`config.mk`:
```
export PLATFORM = sky130hd
export DESIGN_NAME = host_bus_channel_select
export DESIGN_NICKNAME = d
export VERILOG_FILES = /design/src/verilog/host_port_pkg.sv /design/src/verilog/pin_sync3.sv /design/src/verilog/host_bus_channel_select.sv
export VERILOG_INCLUDE_DIRS = /design/src /design/src/verilog
export SDC_FILE = /design/constraint.sdc
export NUM_CORES = 1
export LEC_CHECK = 0
export BUFFER_PORTS_ARGS = -buffer_cell sky130_fd_sc_hd__buf_4
export CAP_MARGIN = 20
export CORE_AREA = 8 8 66 97
export CTS_BUF_LIST = sky130_fd_sc_hd__clkbuf_16
export CTS_CLUSTER_SIZE = 20
export DETAILED_ROUTE_END_ITERATION = 12
export DIE_AREA = 0 0 74 105
export GPL_ROUTABILITY_DRIVEN = 0
export MAX_ROUTING_LAYER = met4
export PLACE_DENSITY = 0.7
export SYNTH_ARGS = -nofsm -noshare
export SYNTH_HDL_FRONTEND = slang
export SYNTH_SLANG_ARGS = --single-unit
```
`constraint.sdc`:
```
create_clock -name clk_sys -period 4.8 [get_ports clk_sys]
set_input_delay 0.96 -clock clk_sys [delete_from_list [all_inputs] [get_ports clk_sys]]
set_output_delay 0.96 -clock clk_sys [all_outputs]
set_load 0.005 [all_outputs]
```
`src/verilog/host_port_consts.svh`:
```
/*
  Constants of the host port front end: decode positions, reset values, timing counts.
  Assumes inclusion by bare name from the package and the design files.
*/
`ifndef HOST_PORT_CONSTS_SVH
`define HOST_PORT_CONSTS_SVH
`define CLK_SYS_NS          50
`define RESET_PULSE_NS      200
`define RESET_PULSE_CYC     ((`RESET_PULSE_NS + `CLK_SYS_NS - 1) / `CLK_SYS_NS)
`define STRAP_SETTLE_CYC    4
`define ADDR_W              4
`define PICK_BIT_POS        3
`define REG_SEL_W           3
`define ADDR_DLL            3'h0
`define ADDR_DLM            3'h1
`define ADDR_LCR            3'h3
`define DIV_ACCESS_POS      7
`define LCR_RESET           8'h00
`define LEVEL_RESET         8'h00
`define FIFO_DEPTH          128
`define LEGACY_LEVELS       4
`define EXT_LEVELS          128
`define MAX_RATE_EXT_KBPS   5000
`define MAX_RATE_XTAL_KBPS  1500
`endif

```
`src/verilog/host_port_pkg.sv`:
```
/*
  Types shared by the host port front end.
  Assumes host_port_consts.svh on the include path.
*/
`include "host_port_consts.svh"
package host_port_pkg;
  typedef struct packed {
    logic                  chan_a_select_n;
    logic                  chan_b_select_n;
    logic [`ADDR_W-1:0]    addr;
    logic                  rd_n;
    logic                  wr_n;
    logic [7:0]            wdata;
  } host_bus_t;

  typedef struct packed {
    logic [7:0] flow_count_high;
    logic [7:0] flow_count_low;
    logic [7:0] tx_trigger_level;
    logic [7:0] rx_trigger_level;
  } level_regs_t;

  typedef struct packed {
    logic                  sel_a;
    logic                  sel_b;
    logic                  div_access;
    logic [`REG_SEL_W-1:0] reg_sel;
    logic                  rd;
    logic                  wr;
  } chan_access_t;

  typedef enum logic [2:0] {
    PW_RUN   = 3'b001,
    PW_SLEEP = 3'b010,
    PW_RESET = 3'b100
  } power_state_t;
endpackage

```
`src/verilog/pin_sync3.sv`:
```
/*
  Three-flop synchroniser for an input from outside the clock domain.
  The output changes only when the second and third stages agree.
*/
module pin_sync3 (
  // Clock and reset
  input  wire logic clk_sys,
  input  wire logic rst,
  input  wire logic reset_val,
  // Pin
  input  wire logic pin,
  output logic      level
);
  logic s1_q, s2_q, s3_q, level_q, level_d;

  always_comb begin
    level_d = (s2_q == s3_q) ? s3_q : level_q;
  end

  always_ff @(posedge clk_sys or posedge rst) begin
    if (rst) begin
      s1_q    <= 1'b0;
      s2_q    <= 1'b0;
      s3_q    <= 1'b0;
      level_q <= 1'b0;
    end else begin
      s1_q    <= pin ^ reset_val;
      s2_q    <= s1_q;
      s3_q    <= s2_q;
      level_q <= level_d;
    end
  end

  // Stages hold the difference from the idle level, so reset shows the idle level
  assign level = level_q ^ reset_val;
endmodule // pin_sync3

```
`src/verilog/host_bus_channel_select.sv`:
```
/*
  Host bus front end of a dual-channel serial controller: strap selected bus style,
  channel decode, low-power isolation and wake reset, extended-mode detection.
  Assumes a processor bus as far side; channel internals sit behind the chan ports.
*/
`include "host_port_consts.svh"
module host_bus_channel_select (
  // Clock and reset
  input  wire logic                        clk_sys,
  input  wire logic                        rst,
  // Pins
  input  wire logic                        low_power_request,
  input  wire logic                        bus_style_strap,
  input  wire host_port_pkg::host_bus_t    host_bus,
  // Channel register state
  input  wire host_port_pkg::level_regs_t  levels_a,
  input  wire host_port_pkg::level_regs_t  levels_b,
  // Outputs to the channels
  output host_port_pkg::chan_access_t      chan_access,
  output logic                             osc_enable,
  output logic                             bus_isolate,
  output logic                             chan_reset,
  output logic                             split_select_mode,
  output logic                             ext_mode_a,
  output logic                             ext_mode_b,
  output logic [7:0]                       trigger_levels_a,
  output logic [7:0]                       trigger_levels_b
);
  import host_port_pkg::*;

  localparam int RST_W = $clog2(`RESET_PULSE_CYC + 1);

  function automatic logic any_level(input level_regs_t r);
    any_level = |{r.flow_count_high, r.flow_count_low, r.tx_trigger_level, r.rx_trigger_level};
  endfunction

  function automatic logic [7:0] trig_count(input logic ext, input logic [7:0] lvl);
    // Legacy: two-bit selector over four levels; extended: full 1..128
    if (ext)
      trig_count = (lvl[6:0] == 7'h00) ? 8'h80 : {1'b0, lvl[6:0]};
    else
      trig_count = 8'h01 << {lvl[7:6], 1'b0};
  endfunction

  // Low power path
  logic lp_level, strap_level;
  pin_sync3 u_lp_sync (
    .clk_sys   (clk_sys),
    .rst       (rst),
    .reset_val (1'b0),
    .pin       (low_power_request),
    .level     (lp_level)
  );
  pin_sync3 u_strap_sync (
    .clk_sys   (clk_sys),
    .rst       (rst),
    .reset_val (1'b1),
    .pin       (bus_style_strap),
    .level     (strap_level)
  );

  power_state_t          pw_q, pw_d;
  logic [RST_W-1:0]      rcnt_q, rcnt_d;
  logic                  split_q, split_d;
  logic                  strap_taken_q, strap_taken_d;
  logic [2:0]            settle_q, settle_d;

  always_comb begin
    pw_d   = pw_q;
    rcnt_d = rcnt_q;
    unique case (pw_q)
      PW_RUN: begin
        if (lp_level) pw_d = PW_SLEEP;
      end
      PW_SLEEP: begin
        if (!lp_level) begin
          pw_d   = PW_RESET;
          rcnt_d = RST_W'(`RESET_PULSE_CYC);
        end
      end
      PW_RESET: begin
        if (lp_level) pw_d = PW_SLEEP;
        else if (rcnt_q == RST_W'(1)) pw_d = PW_RUN;
        rcnt_d = rcnt_q - RST_W'(1);
      end
    endcase
  end

  always_comb begin
    strap_taken_d = strap_taken_q;
    split_d       = split_q;
    settle_d      = settle_q;
    if (!strap_taken_q) begin
      // Wait until the synchroniser shows the pin's own level
      if (settle_q == 3'(`STRAP_SETTLE_CYC)) begin
        strap_taken_d = 1'b1;
        split_d       = strap_level;
      end else begin
        settle_d = settle_q + 3'h1;
      end
    end
  end

  always_ff @(posedge clk_sys or posedge rst) begin
    if (rst) begin
      pw_q          <= PW_RUN;
      rcnt_q        <= '0;
      split_q       <= 1'b1;
      strap_taken_q <= 1'b0;
      settle_q      <= 3'h0;
    end else begin
      pw_q          <= pw_d;
      rcnt_q        <= rcnt_d;
      split_q       <= split_d;
      strap_taken_q <= strap_taken_d;
      settle_q      <= settle_d;
    end
  end

  // Immediate isolation straight from the pin, no clock needed
  assign bus_isolate       = low_power_request | (pw_q == PW_SLEEP);
  assign osc_enable        = ~bus_isolate;
  assign chan_reset        = (pw_q == PW_RESET);
  assign split_select_mode = split_q;

  // Channel decode
  logic [7:0] lcr_a_q, lcr_a_d, lcr_b_q, lcr_b_d;
  logic       sel_a, sel_b, div_acc;

  always_comb begin
    if (split_q) begin
      sel_a = ~host_bus.chan_a_select_n;
      sel_b = ~host_bus.chan_b_select_n;
    end else begin
      sel_a = ~host_bus.chan_a_select_n & ~host_bus.addr[`PICK_BIT_POS];
      sel_b = ~host_bus.chan_a_select_n &  host_bus.addr[`PICK_BIT_POS];
    end
    if (bus_isolate || chan_reset) begin
      sel_a = 1'b0;
      sel_b = 1'b0;
    end
  end

  // Divisor-access bit shadow of each line control register
  always_comb begin
    lcr_a_d = lcr_a_q;
    lcr_b_d = lcr_b_q;
    if (!host_bus.wr_n && host_bus.addr[`REG_SEL_W-1:0] == `ADDR_LCR) begin
      if (sel_a) lcr_a_d = host_bus.wdata;
      if (sel_b) lcr_b_d = host_bus.wdata;
    end
    if (chan_reset) begin
      lcr_a_d = `LCR_RESET;
      lcr_b_d = `LCR_RESET;
    end
  end

  always_ff @(posedge clk_sys or posedge rst) begin
    if (rst) begin
      lcr_a_q <= `LCR_RESET;
      lcr_b_q <= `LCR_RESET;
    end else begin
      lcr_a_q <= lcr_a_d;
      lcr_b_q <= lcr_b_d;
    end
  end

  assign div_acc = sel_a ? lcr_a_q[`DIV_ACCESS_POS] : lcr_b_q[`DIV_ACCESS_POS];

  // Access strobe to channels; divisor view only at offsets 0 and 1 with access bit
  always_comb begin
    chan_access.sel_a      = sel_a;
    chan_access.sel_b      = sel_b;
    chan_access.reg_sel    = host_bus.addr[`REG_SEL_W-1:0];
    chan_access.div_access = div_acc &
                             (host_bus.addr[`REG_SEL_W-1:0] == `ADDR_DLL ||
                              host_bus.addr[`REG_SEL_W-1:0] == `ADDR_DLM);
    chan_access.rd         = (sel_a | sel_b) & ~host_bus.rd_n;
    chan_access.wr         = (sel_a | sel_b) & ~host_bus.wr_n;
  end

  // Extended mode and effective trigger levels, registered
  logic       ext_a_q, ext_a_d, ext_b_q, ext_b_d;
  logic [7:0] trig_a_q, trig_a_d, trig_b_q, trig_b_d;

  always_comb begin
    ext_a_d  = any_level(levels_a) & ~chan_reset;
    ext_b_d  = any_level(levels_b) & ~chan_reset;
    trig_a_d = trig_count(ext_a_d, levels_a.rx_trigger_level);
    trig_b_d = trig_count(ext_b_d, levels_b.rx_trigger_level);
  end

  always_ff @(posedge clk_sys or posedge rst) begin
    if (rst) begin
      ext_a_q  <= 1'b0;
      ext_b_q  <= 1'b0;
      trig_a_q <= 8'h01;
      trig_b_q <= 8'h01;
    end else begin
      ext_a_q  <= ext_a_d;
      ext_b_q  <= ext_b_d;
      trig_a_q <= trig_a_d;
      trig_b_q <= trig_b_d;
    end
  end

  assign ext_mode_a       = ext_a_q;
  assign ext_mode_b       = ext_b_q;
  assign trigger_levels_a = trig_a_q;
  assign trigger_levels_b = trig_b_q;
  // FIFO size, framing, parity and rate limits live in the channel blocks
endmodule // host_bus_channel_select

```
* Yosys cells after proc, flatten, opt, wreduce, memory -nomap -nowiden
Cells that the tools add are included.
** Storage, ports and cells
- Register bits after elaboration :: 53
- Bits of input ports :: 84
- Output and inout port bits :: 30
- Logic and storage cells :: 97
** Operators by class
- Add/subtract/negate cells :: 2
- Eq/ne operators :: 12
- Shifts and indexed selects :: 2
- Mux-type cells :: 23
- Bitwise logic cells :: 20
- Reductions and logical operators :: 19
** Operators by type and width (count)
- $mux W8 :: 10
- $reduce_or A32 Y1 :: 2
- $shl A1 B3 Y8 const A :: 2
- $logic_not A7 Y1 :: 2
- $mux W3 :: 4
- $not A1 Y1 :: 11
- $reduce_and A2 Y1 :: 5
- $eq A3 B1 Y1 const B :: 3
- $pmux W3 S3 :: 1
- $reduce_bool A2 Y1 :: 4
- $and A1 B1 Y1 :: 7
- $mux W1 :: 7
- $eq A3 B2 Y1 const B :: 2
- $eq A3 B3 Y1 const B :: 2
- $pmux W3 S2 :: 1
- $add A3 B1 Y3 const B :: 1
- $logic_not A3 Y1 :: 1
- $ne A3 B1 Y1 const B :: 1
- $reduce_and A3 Y1 :: 1
- $sub A3 B1 Y3 const B :: 1
- $eq A1 B1 Y1 :: 2
- $logic_or A1 B1 Y1 :: 2
- $ne A2 B1 Y1 const B :: 1
- $ne A2 B2 Y1 const B :: 1
- 3 further kinds :: 4

* Depth between registers and ports, before layout
Gate-level depths: netlist of the first run.
- Depth after elaboration :: 7
- Mapped depth :: 6
- Mapped depth without buffers :: 6

* Cells and area by module
From an unflattened synthesis of the first run, not the netlist that was laid out.
** Second synthesis, totals
- Cells, all modules :: 169
- Area, all modules :: 1878.1 µm²
** By module, submodules not included
- host_bus_channel_select :: instances 1, cells an instance 153, area an instance 1612.8 µm², sequential area each 780.7 µm²
- pin_sync3 :: instances 2, cells an instance 8, area an instance 132.6 µm², sequential area each 100.1 µm²

* Worst setup path before layout of the first run
Ideal clock, no wire load.
- Path type :: input to output
- Start :: input host_bus[13] (netlist bit)
- End :: output chan_access[5] (netlist bit)
- Arrival time :: 1.777 ns
- Data required time :: 3.840 ns
- Setup slack :: 2.063 ns
- Cell stages on the path :: 4
- Path buffers :: 0
- Cells stage by stage :: nor2b_1 a2111oi_4 mux2i_1 nor3_2
** RTL lines
- from (decl) :: line host_bus_channel_select.sv:14 : input wire host_port_pkg::host_bus_t host_bus,
- to (decl) :: line host_bus_channel_select.sv:19 : output host_port_pkg::chan_access_t chan_access,

==> out/qor.txt, run 1 <==
total CTS buffers: 5
Rel. slew slack: 58.6%
DR pass1 iterations: 4
clk_lat worst skew: 270 ps
min Tclk post-route: 3060 ps
Worst Tran Pin Value: 621 ps
Placed Instances: 338
Post-synth top flop: dfrtp_1
synth warn: 0
CTS root buffer: clkbuf_16
WHS: 356 ps
Layout fillers: 452
Sw Share: 27.3%
Rows: 32
final instance area: 2800 µm²
die height: 105 µm
vias in the first global route: 1926
H-tree depth: 2
Reg power frac: 42.6%
final net count: 365
status: finished, final reports clean
reg2reg end: rcnt_q[2]
Worst R2R Setup Slack: 2860 ps
final count of pins violating max slew: 0
CP Capture Point: chan_access[5]
Leak Pwr: 1.31 nW
Wirelength per Cell: 14.7 µm
Int Power: 0.000687 W
TNS Setup: 0 ps
setup violators final: 0
CTS tree: built
Power Dens Cells: 338 nW/µm²
Async SR Flop Fraction: 100%
Sink Count: 39
die span in x: 74 µm
CTS max path bufs: 2
Worst-path clk slew: 50 ps
Setup Crit Path Kind: input pin to primary output
Setup Skew: 6.61 ps
Worst Path Arrival: 2100 ps
RSZ-0062 raised after global routing: false
reg2reg start: pw_q[1]
Initial Util: 36.6%
Max IR drop VDD: 0.000176 V
hold buffer count at cts: 0
dpl cell area: 2660 µm²
Setup crit end kind: primary output
fraction of layout cells with a size suffix above 1: 45.0%
switching pwr: 0.000257 W
port bufs: 106
crit-path max FO: 4
Hold Crit Class: register to register
Seq cells post-synth: 39
Mapped Area: 1830 µm²
first-pass GRT wire length: 8400 µm
Routed WL: 5080 µm
post-route ant nets: 0
Unique masters post-synth: 41
max cap viols: 0
post-cts resize count: 0
fin cells: 346
Layout Area Growth over Synthesis: 52.7%
Post-synth EDFFs: 0
Core Util, Final: 55.9%
reg2reg path depth: 3
die area: 7770 µm²
GRT overflow: 0
CP required: 3840 ps
largest net degree at the start of global routing: 40
drt drc: 0
Clk pwr share: 32.1%
vias per inst: 4.90
via count: 1697
1st-iter DRT viols: 53
Critical Path Start: host_bus[13]
Period Utilization, post-route: 63.8%
core area: 5000 µm²
cell count after synthesis: 172
Startpoint Class: input pin
Fin. Hold Viols: 0
initial antenna violation count: 0
Syn Nets: 260
GRT Total Usage: 13.7%
post-CTS setup buffer count: 0
# diodes: 0
Top Ports: 114
post-DP HPWL: 4180 µm
FMAX: 0.327 GHz
Logic pwr share: 25.3%
syn_area_per_cell: 10.6 µm²
Seq/Total Area, Yosys: 53.6%
[routing by layer]
| metal | global-route usage, % | part of all wire [%] | vias to the layer above |
|---|---|---|---|
| met5 | - | 0 | - |
| met4 | 5.17 | 1.6 | 0 |
| met3 | 4.78 | 9.9 | 6 |
| met2 | 22.0 | 48 | 94 |
| met1 | 15.1 | 40 | 780 |
| li1 | - | - | 817 |
[layout by cell type, fill, tap and decap left out, drive strengths merged, types with 5 or more instances in the layout]
master,synthesis,routed
inv,13,14
buf,8,107
a21oi,5,5
nor3b,6,6
dfrtp,35,35
nand2b,5,5
nand2,14,14
nor3,12,12
o21ai,5,5
nor4,12,12
nor2,12,12
clkbuf,1,5
[how the worst min path moves through the flow]
stage / startpoint / to / slack (ps) / cells after the start
2_1_floorplan: u_lp_sync.s1_q / u_lp_sync.s2_q / 330 / 0
3_3_place_gp: u_strap_sync.s1_q / u_strap_sync.s2_q / 330 / 0
3_5_place_dp: u_lp_sync.s1_q / u_lp_sync.s2_q / 350 / 0
4_1_cts: u_lp_sync.s1_q / u_lp_sync.s2_q / 360 / 0
5_1_grt: u_lp_sync.s1_q / u_lp_sync.s2_q / 360 / 0
6_report: u_lp_sync.s1_q / u_lp_sync.s2_q / 360 / 0
[layout make-up]
cell class                 instances  area [µm²]  share of cell area, %
timing repair buffer             107         803                   28.7
clock inverter                     3        11.3                  0.403
sequential                        39         981                   35.1
clock buffer                       5         125                   4.47
inverter                          13        48.8                   1.74
multi-input combinational        111         743                   26.6
tap                               68        85.1                   3.04
[cell usage after synthesis, types with 2 or more instances]
cell / count / area share (%)
a31o_1: 2 / 0.96
nand2_1: 14 / 2.9
inv_1: 11 / 2.3
nand3_1: 2 / 0.55
ha_1: 4 / 2.7
a211oi_1: 3 / 1.2
dfrtp_1: 35 / 48
and3_1: 2 / 0.68
maj3_1: 2 / 1.1
nor3b_1: 6 / 2.5
xnor2_1: 2 / 0.96
o21ai_1: 4 / 1.1
nor3_1: 9 / 2.5
a21oi_1: 5 / 1.4
nor3_2: 3 / 1.6
buf_2: 2 / 0.55
a211o_1: 3 / 1.4
buf_4: 6 / 2.5
nand4_1: 2 / 0.68
nor2_1: 12 / 2.5
inv_2: 2 / 0.41
a221oi_1: 2 / 0.96
o21a_1: 2 / 0.82
nand2b_1: 5 / 1.7
nor4_1: 12 / 4.1
dfstp_2: 4 / 5.7
or3_1: 2 / 0.68
[registers in the layout, indices dropped and copies added (netlist names), 3 cells and up]
signal and cells:
trigger_levels_a 8, trigger_levels_b 8, pw_q 3, rcnt_q 3, settle_q 3
[critical path, cell delays in order]
cell and delay, ps:
buf_4 110, nor2b_1 150, a2111oi_4 430, mux2i_1 280
nor3_2 50, buf_4 130
[through the flow]
stage / power (W) / setup WS (ps)
2_1_floorplan: 0.000526 / 2060
3_3_place_gp: 0.000643 / 1750
3_5_place_dp: 0.000651 / 1720
4_1_cts: 0.000957 / 1710
5_1_grt: 0.000997 / 1640
6_report: 0.000944 / 1740
[power groups by stage]
stage / sequential [W] / clock, W / combinational [W]
after floorplan: 0.000399 / 0 / 0.000127
after global placement: 0.000406 / 0 / 0.000237
after detailed placement: 0.000407 / 0 / 0.000243
after CTS: 0.000402 / 0.000311 / 0.000244
after global routing: 0.000407 / 0.000323 / 0.000266
final: 0.000402 / 0.000303 / 0.000239
[cell families (layout without fill, tap and decap cells)]
family | after synthesis | in the layout | share of synthesized area, %
compound gates | 29 | 29 | 12.6
simple gates | 72 | 72 | 21.8
xor+xnor | 3 | 3 | 1.84
mux | 1 | 1 | 0.546
fa+ha+maj | 6 | 6 | 3.83
flops | 39 | 39 | 53.6
buf+inv | 22 | 128 | 5.87
No activity file was read; power rests on OpenSTA's default activity.
==> run 2: changes to the inputs <==
--- a/config.mk
+++ b/config.mk
@@ -6,16 +6,17 @@
 export SDC_FILE = /design/constraint.sdc
 export NUM_CORES = 1
 export LEC_CHECK = 0
+export ABC_AREA = 1
 export BUFFER_PORTS_ARGS = -buffer_cell sky130_fd_sc_hd__buf_4
 export CAP_MARGIN = 20
-export CORE_AREA = 8 8 66 97
+export CORE_AREA = 8 8 69 101
 export CTS_BUF_LIST = sky130_fd_sc_hd__clkbuf_16
 export CTS_CLUSTER_SIZE = 20
 export DETAILED_ROUTE_END_ITERATION = 12
-export DIE_AREA = 0 0 74 105
+export DIE_AREA = 0 0 77 109
 export GPL_ROUTABILITY_DRIVEN = 0
 export MAX_ROUTING_LAYER = met4
-export PLACE_DENSITY = 0.7
+export PLACE_DENSITY = 0.71
 export SYNTH_ARGS = -nofsm -noshare
 export SYNTH_HDL_FRONTEND = slang
 export SYNTH_SLANG_ARGS = --single-unit
==> constraint.sdc (replaced) <==
create_clock -name clk_sys -period 2.52 [get_ports clk_sys]
set_input_delay 0.504 -clock clk_sys [delete_from_list [all_inputs] [get_ports clk_sys]]
set_output_delay 0.504 -clock clk_sys [all_outputs]
set_load 0.005 [all_outputs]
==> run 2 against run 1 <==
Against the previous run:
- the run now fails in detailed routing
- synthesized area up 9.7%
- global-route usage fell by 1.0 points
- synthesized cell count rose by 55%
==> out/qor.txt, run 2 <==
status: stopped before the end (was finished, final reports clean)
Halt Stage: detailed routing
Error: [ERROR DRT-0255] Maze Route cannot find path of net clk_sys in worker of routeBox ( 48300 0 ) ( 77000 48300 ).
first-pass GRT wire length: 8500 µm (was 8400 µm)
cell count after synthesis: 267 (was 172)
die span in x: 77 µm (was 74 µm)
Seq/Total Area, Yosys: 48.8% (was 53.6%)
Unique masters post-synth: 24 (was 41)
Synth Area in Simple Gates: 31.2% (was 21.8%)
Async SR Flop Fraction: 100% (unchanged)
GRT Total Usage: 12.7% (was 13.7%)
Sink Count: 39 (unchanged)
syn_area_per_cell: 7.53 µm² (was 10.6 µm²)
mux contribution to synthesized area: 0% (was 0.546%)
port bufs: 106 (unchanged)
largest family of logic cells by synthesized area: simple AND/OR/NAND/NOR gates (unchanged)
count leader, synth: nor2_1 (was dfrtp_1)
fraction of the mapped netlist area in compound gates: 4.61% (was 12.6%)
Synth area leader: dfrtp_1 (unchanged)
post-DP HPWL: 4280 µm (was 4180 µm)
H-tree depth: 2 (unchanged)
XOR/XNOR share of the synthesized area: 0.872% (was 1.84%)
Initial Util: 35.8% (was 36.6%)
Mapped Area: 2010 µm² (was 1830 µm²)
GRT overflow: 0 (unchanged)
most frequent cells after synthesis: 69 x nor2_1, 60 x nand2_1, 44 x inv_1 (was 35 x dfrtp_1, 14 x nand2_1, 12 x nor2_1, 12 x nor4_1, 11 x inv_1)
Top Ports: 114 (unchanged)
post-synthesis adder-cell area fraction: 3.49% (was 3.83%)
Seq cells post-synth: 39 (unchanged)
total CTS buffers: 5 (unchanged)
initial antenna violation count: 0 (unchanged)
Post-synth top flop: dfrtp_1 (unchanged)
Area contributors post-synth: dfrtp_1 44%, nor2_1 13%, nand2_1 11%, inv_1 8.2%, dfstp_2 5.2% (was dfrtp_1 48%, dfstp_2 5.7%, nor4_1 4.1%, nand2_1 2.9%, ha_1 2.7%)
Post-synth EDFFs: 0 (unchanged)
CTS max path bufs: 2 (unchanged)
synth warn: 0 (unchanged)
post-CTS setup buffer count: 0 (unchanged)
post-cts resize count: 0 (unchanged)
share of the synthesized area in the top cell type: 43.6% (was 47.8%)
CTS root buffer: clkbuf_16 (unchanged)
Rows: 34 (was 32)
largest net degree at the start of global routing: 40 (unchanged)
Syn Nets: 355 (was 260)
hold buffer count at cts: 0 (unchanged)
die height: 109 µm (was 105 µm)
vias in the first global route: 2080 (was 1926)
## run 2: changes by cell type after synthesis, moves of 9 or more
cell     delta
nor2_1     +57
nor3_1      -9
nand3_1    +13
nor4_1     -12
nand2_1    +46
inv_1      +33
## run 2: kinds of logic after synthesis
logic type / after synthesis
AND/OR/NAND/NOR: 153
XOR/XNOR: 2
buffers and inverters: 52
AO/OA/AOI/OAI: 15
adder cells (fa/ha/maj): 6
flip-flops: 39
## run 2: routing by layer
layer and global-route usage [%]:
met2 23.9, met1 11.5, met3 4.95, met5 -, met4 4.07
## run 2: metrics by stage
stage          instance area (µm²)  util (%)  setup slack [ps]  cells
2_1_floorplan                 2010         -               808    267
5_1_grt                       3020      53.8               107    448
3_5_place_dp                  2850      50.8               579    440
4_1_cts                       3020      53.8               269    448
3_3_place_gp                  2850      50.8               578    440
==> run 3: changes to the inputs <==
--- a/config.mk
+++ b/config.mk
@@ -9,14 +9,11 @@
 export ABC_AREA = 1
 export BUFFER_PORTS_ARGS = -buffer_cell sky130_fd_sc_hd__buf_4
 export CAP_MARGIN = 20
-export CORE_AREA = 8 8 69 101
-export CTS_BUF_LIST = sky130_fd_sc_hd__clkbuf_16
-export CTS_CLUSTER_SIZE = 20
+export CORE_AREA = 8 8 103 105
 export DETAILED_ROUTE_END_ITERATION = 12
-export DIE_AREA = 0 0 77 109
+export DIE_AREA = 0 0 111 113
 export GPL_ROUTABILITY_DRIVEN = 0
-export MAX_ROUTING_LAYER = met4
-export PLACE_DENSITY = 0.71
+export PLACE_DENSITY_LB_ADDON = 0.15
 export SYNTH_ARGS = -nofsm -noshare
 export SYNTH_HDL_FRONTEND = slang
 export SYNTH_SLANG_ARGS = --single-unit
==> constraint.sdc (replaced) <==
create_clock -name clk_sys -period 3.3 [get_ports clk_sys]
set_input_delay 0.66 -clock clk_sys [delete_from_list [all_inputs] [get_ports clk_sys]]
set_output_delay 0.66 -clock clk_sys [all_outputs]
set_load 0.005 [all_outputs]
==> run 3 against run 2 <==
Against the previous run:
- the run now ends clean
- synthesized cell count is the same
- synthesized area did not move
- global-route usage is 4.2 points lower
==> out/qor.txt, run 3 <==
Max IR drop VDD: 0.000157 V
drt drc: 0
die span in x: 111 µm (was 77 µm)
count leader, synth: nor2_1 (unchanged)
first-pass GRT wire length: 8990 µm (was 8500 µm)
via count: 1896
Async SR Flop Fraction: 100% (unchanged)
crit-path max FO: 4
reg2reg start: pw_q[1]
Routed WL: 5300 µm
Power Dens Cells: 455 nW/µm²
share of the synthesized area in the top cell type: 43.6% (unchanged)
Synth area leader: dfrtp_1 (unchanged)
initial antenna violation count: 0 (unchanged)
# diodes: 0
dpl cell area: 2910 µm² (was 2850 µm²)
Placed Instances: 480 (was 440)
Syn Nets: 355 (unchanged)
Post-synth EDFFs: 0 (unchanged)
total CTS buffers: 5 (unchanged)
Fin. Hold Viols: 0
Hold Path Origin: u_lp_sync.s1_q
Layout fillers: 961
Area contributors post-synth: dfrtp_1 44%, nor2_1 13%, nand2_1 11%, inv_1 8.2%, dfstp_2 5.2% (unchanged)
DR pass1 iterations: 4
Worst-path clk slew: 80 ps
commonest non-fill, non-tap cell in the layout: buf_4
vias per inst: 3.90
Seq/Total Area, Yosys: 48.8% (unchanged)
Initial Util: 22.4% (was 35.8%)
1st-iter DRT viols: 59
Logic pwr share: 33.6%
synth warn: 0 (unchanged)
core area: 8980 µm²
post-cts resize count: 0 (unchanged)
final net count: 464
most frequent cells after synthesis: 69 x nor2_1, 60 x nand2_1, 44 x inv_1 (unchanged)
Period Utilization, post-route: 72.3%
Post-synth top flop: dfrtp_1 (unchanged)
RSZ-0062 raised after global routing: false
Worst Tran Pin Value: 817 ps
hold buffer count at cts: 0 (unchanged)
CTS tree: built
Seq cells post-synth: 39 (unchanged)
Rows: 35 (was 34)
Critical Path Start: pw_q[0]
Int Power: 0.000937 W
Leak Pwr: 1.59 nW
H-tree depth: 2 (unchanged)
setup violators final: 0
TNS Setup: 0 ps
Sink Count: 39 (unchanged)
Wirelength per Cell: 10.9 µm
syn_area_per_cell: 7.53 µm² (unchanged)
fraction of layout cells with a size suffix above 1: 33.6%
port bufs: 106 (unchanged)
Startpoint Class: register
fin cells: 486
most frequent cells in the layout: 108 x buf_4, 69 x nor2_1, 60 x nand2_1
Sw Share: 30.9%
Top Ports: 114 (unchanged)
cell count after synthesis: 267 (unchanged)
status: finished, final reports clean (was stopped before the end)
Worst Path Arrival: 1720 ps
post-DP HPWL: 4430 µm (was 4280 µm)
Clk pwr share: 21.7%
clk_lat worst skew: 280 ps
Layout Area Growth over Synthesis: 48.4%
GRT overflow: 0 (unchanged)
Reg power frac: 44.7%
Setup crit end kind: primary output
CTS max path bufs: 2 (unchanged)
final instance area: 2980 µm²
GRT Total Usage: 8.57% (was 12.7%)
die area: 12500 µm²
min Tclk post-route: 2380 ps
die height: 113 µm (was 109 µm)
FMAX: 0.419 GHz
CTS root buffer: clkbuf_8 (was clkbuf_16)
Setup Crit Path Kind: register to primary output
vias in the first global route: 2039 (was 2080)
CP required: 2640 ps
Rel. slew slack: 45.5%
Mapped Area: 2010 µm² (unchanged)
post-CTS setup buffer count: 0 (unchanged)
Setup Skew: 6.30 ps
Core Util, Final: 33.2%
max cap viols: 0
largest net degree at the start of global routing: 21 (was 40)
post-route ant nets: 0
Unique masters post-synth: 24 (unchanged)
final count of pins violating max slew: 0
Hold Crit Class: register to register
switching pwr: 0.000419 W
-- run 3: cell counts after synthesis --
Identical to the previous run, type by type.
-- run 3: worst paths after layout --
path | endpoint | cells past startpoint | slack, ps
min in group asynchronous | trigger_levels_b[6] | 2 | 540
min | u_lp_sync.s2_q | 0 | 360
max reg2reg | trigger_levels_b[4] | 5 | 1870
max in group asynchronous | pw_q[0] | 3 | 2020
min reg2reg | u_lp_sync.s2_q | 0 | 360
max | chan_access[5] | 7 | 920
-- run 3: cell families (layout without fill, tap and decap cells) --
family	after synthesis	count (layout)	synth area share, %
adders and majority gates	6	6	3.49
buffers and inverters	52	160	11.0
xor gates and xnor gates	2	2	0.872
and+or+nand+nor	153	153	31.2
DFF	39	39	48.8
AOI/OAI and AO/OA	15	15	4.61
-- run 3: layer usage --
metal | up-vias | part of all wire (%) | GRT usage (%)
li1 | 1011 | - | -
met1 | 797 | 43 | 9.74
met2 | 83 | 43 | 13.0
met3 | 5 | 12 | 5.08
met4 | 0 | 1.3 | 2.97
met5 | - | 0 | 0
-- run 3: per-stage QoR --
stage               total power [W]  setup slack [ps]  hold slack (ps)
floorplan                  0.000846              1430              331
finish                      0.00136               915              357
global placement            0.00108              1100              333
detailed placement          0.00109              1090              338
CTS                         0.00139               890              362
global route                0.00146               775              368
-- run 3: worst max-delay path: stages (launching register included) --
cell,delay [ps]
dfstp_2,570
nand3b_1,170
nand2_1,130
nor2_2,120
nand2_1,110
o21ai_0,160
nor2_1,50
buf_4,130
-- run 3: area by class of cell --
cell class,count,area [µm²],share of cell area (%)
clock buffer,6,72.6,2.43
inverter,46,173,5.79
multi-input combinational,176,807,27.1
sequential,39,981,32.9
tap,111,139,4.66
timing repair buffer,108,811,27.2
-- run 3: power groups by stage --
stage                     logic, W  registers (W)  clock network (W)
after floorplan           0.000232       0.000614                  0
after global placement    0.000465       0.000616                  0
after detailed placement  0.000470       0.000616                  0
after CTS                 0.000471       0.000609           0.000310
after global routing      0.000519       0.000617           0.000326
final                     0.000456       0.000606           0.000294
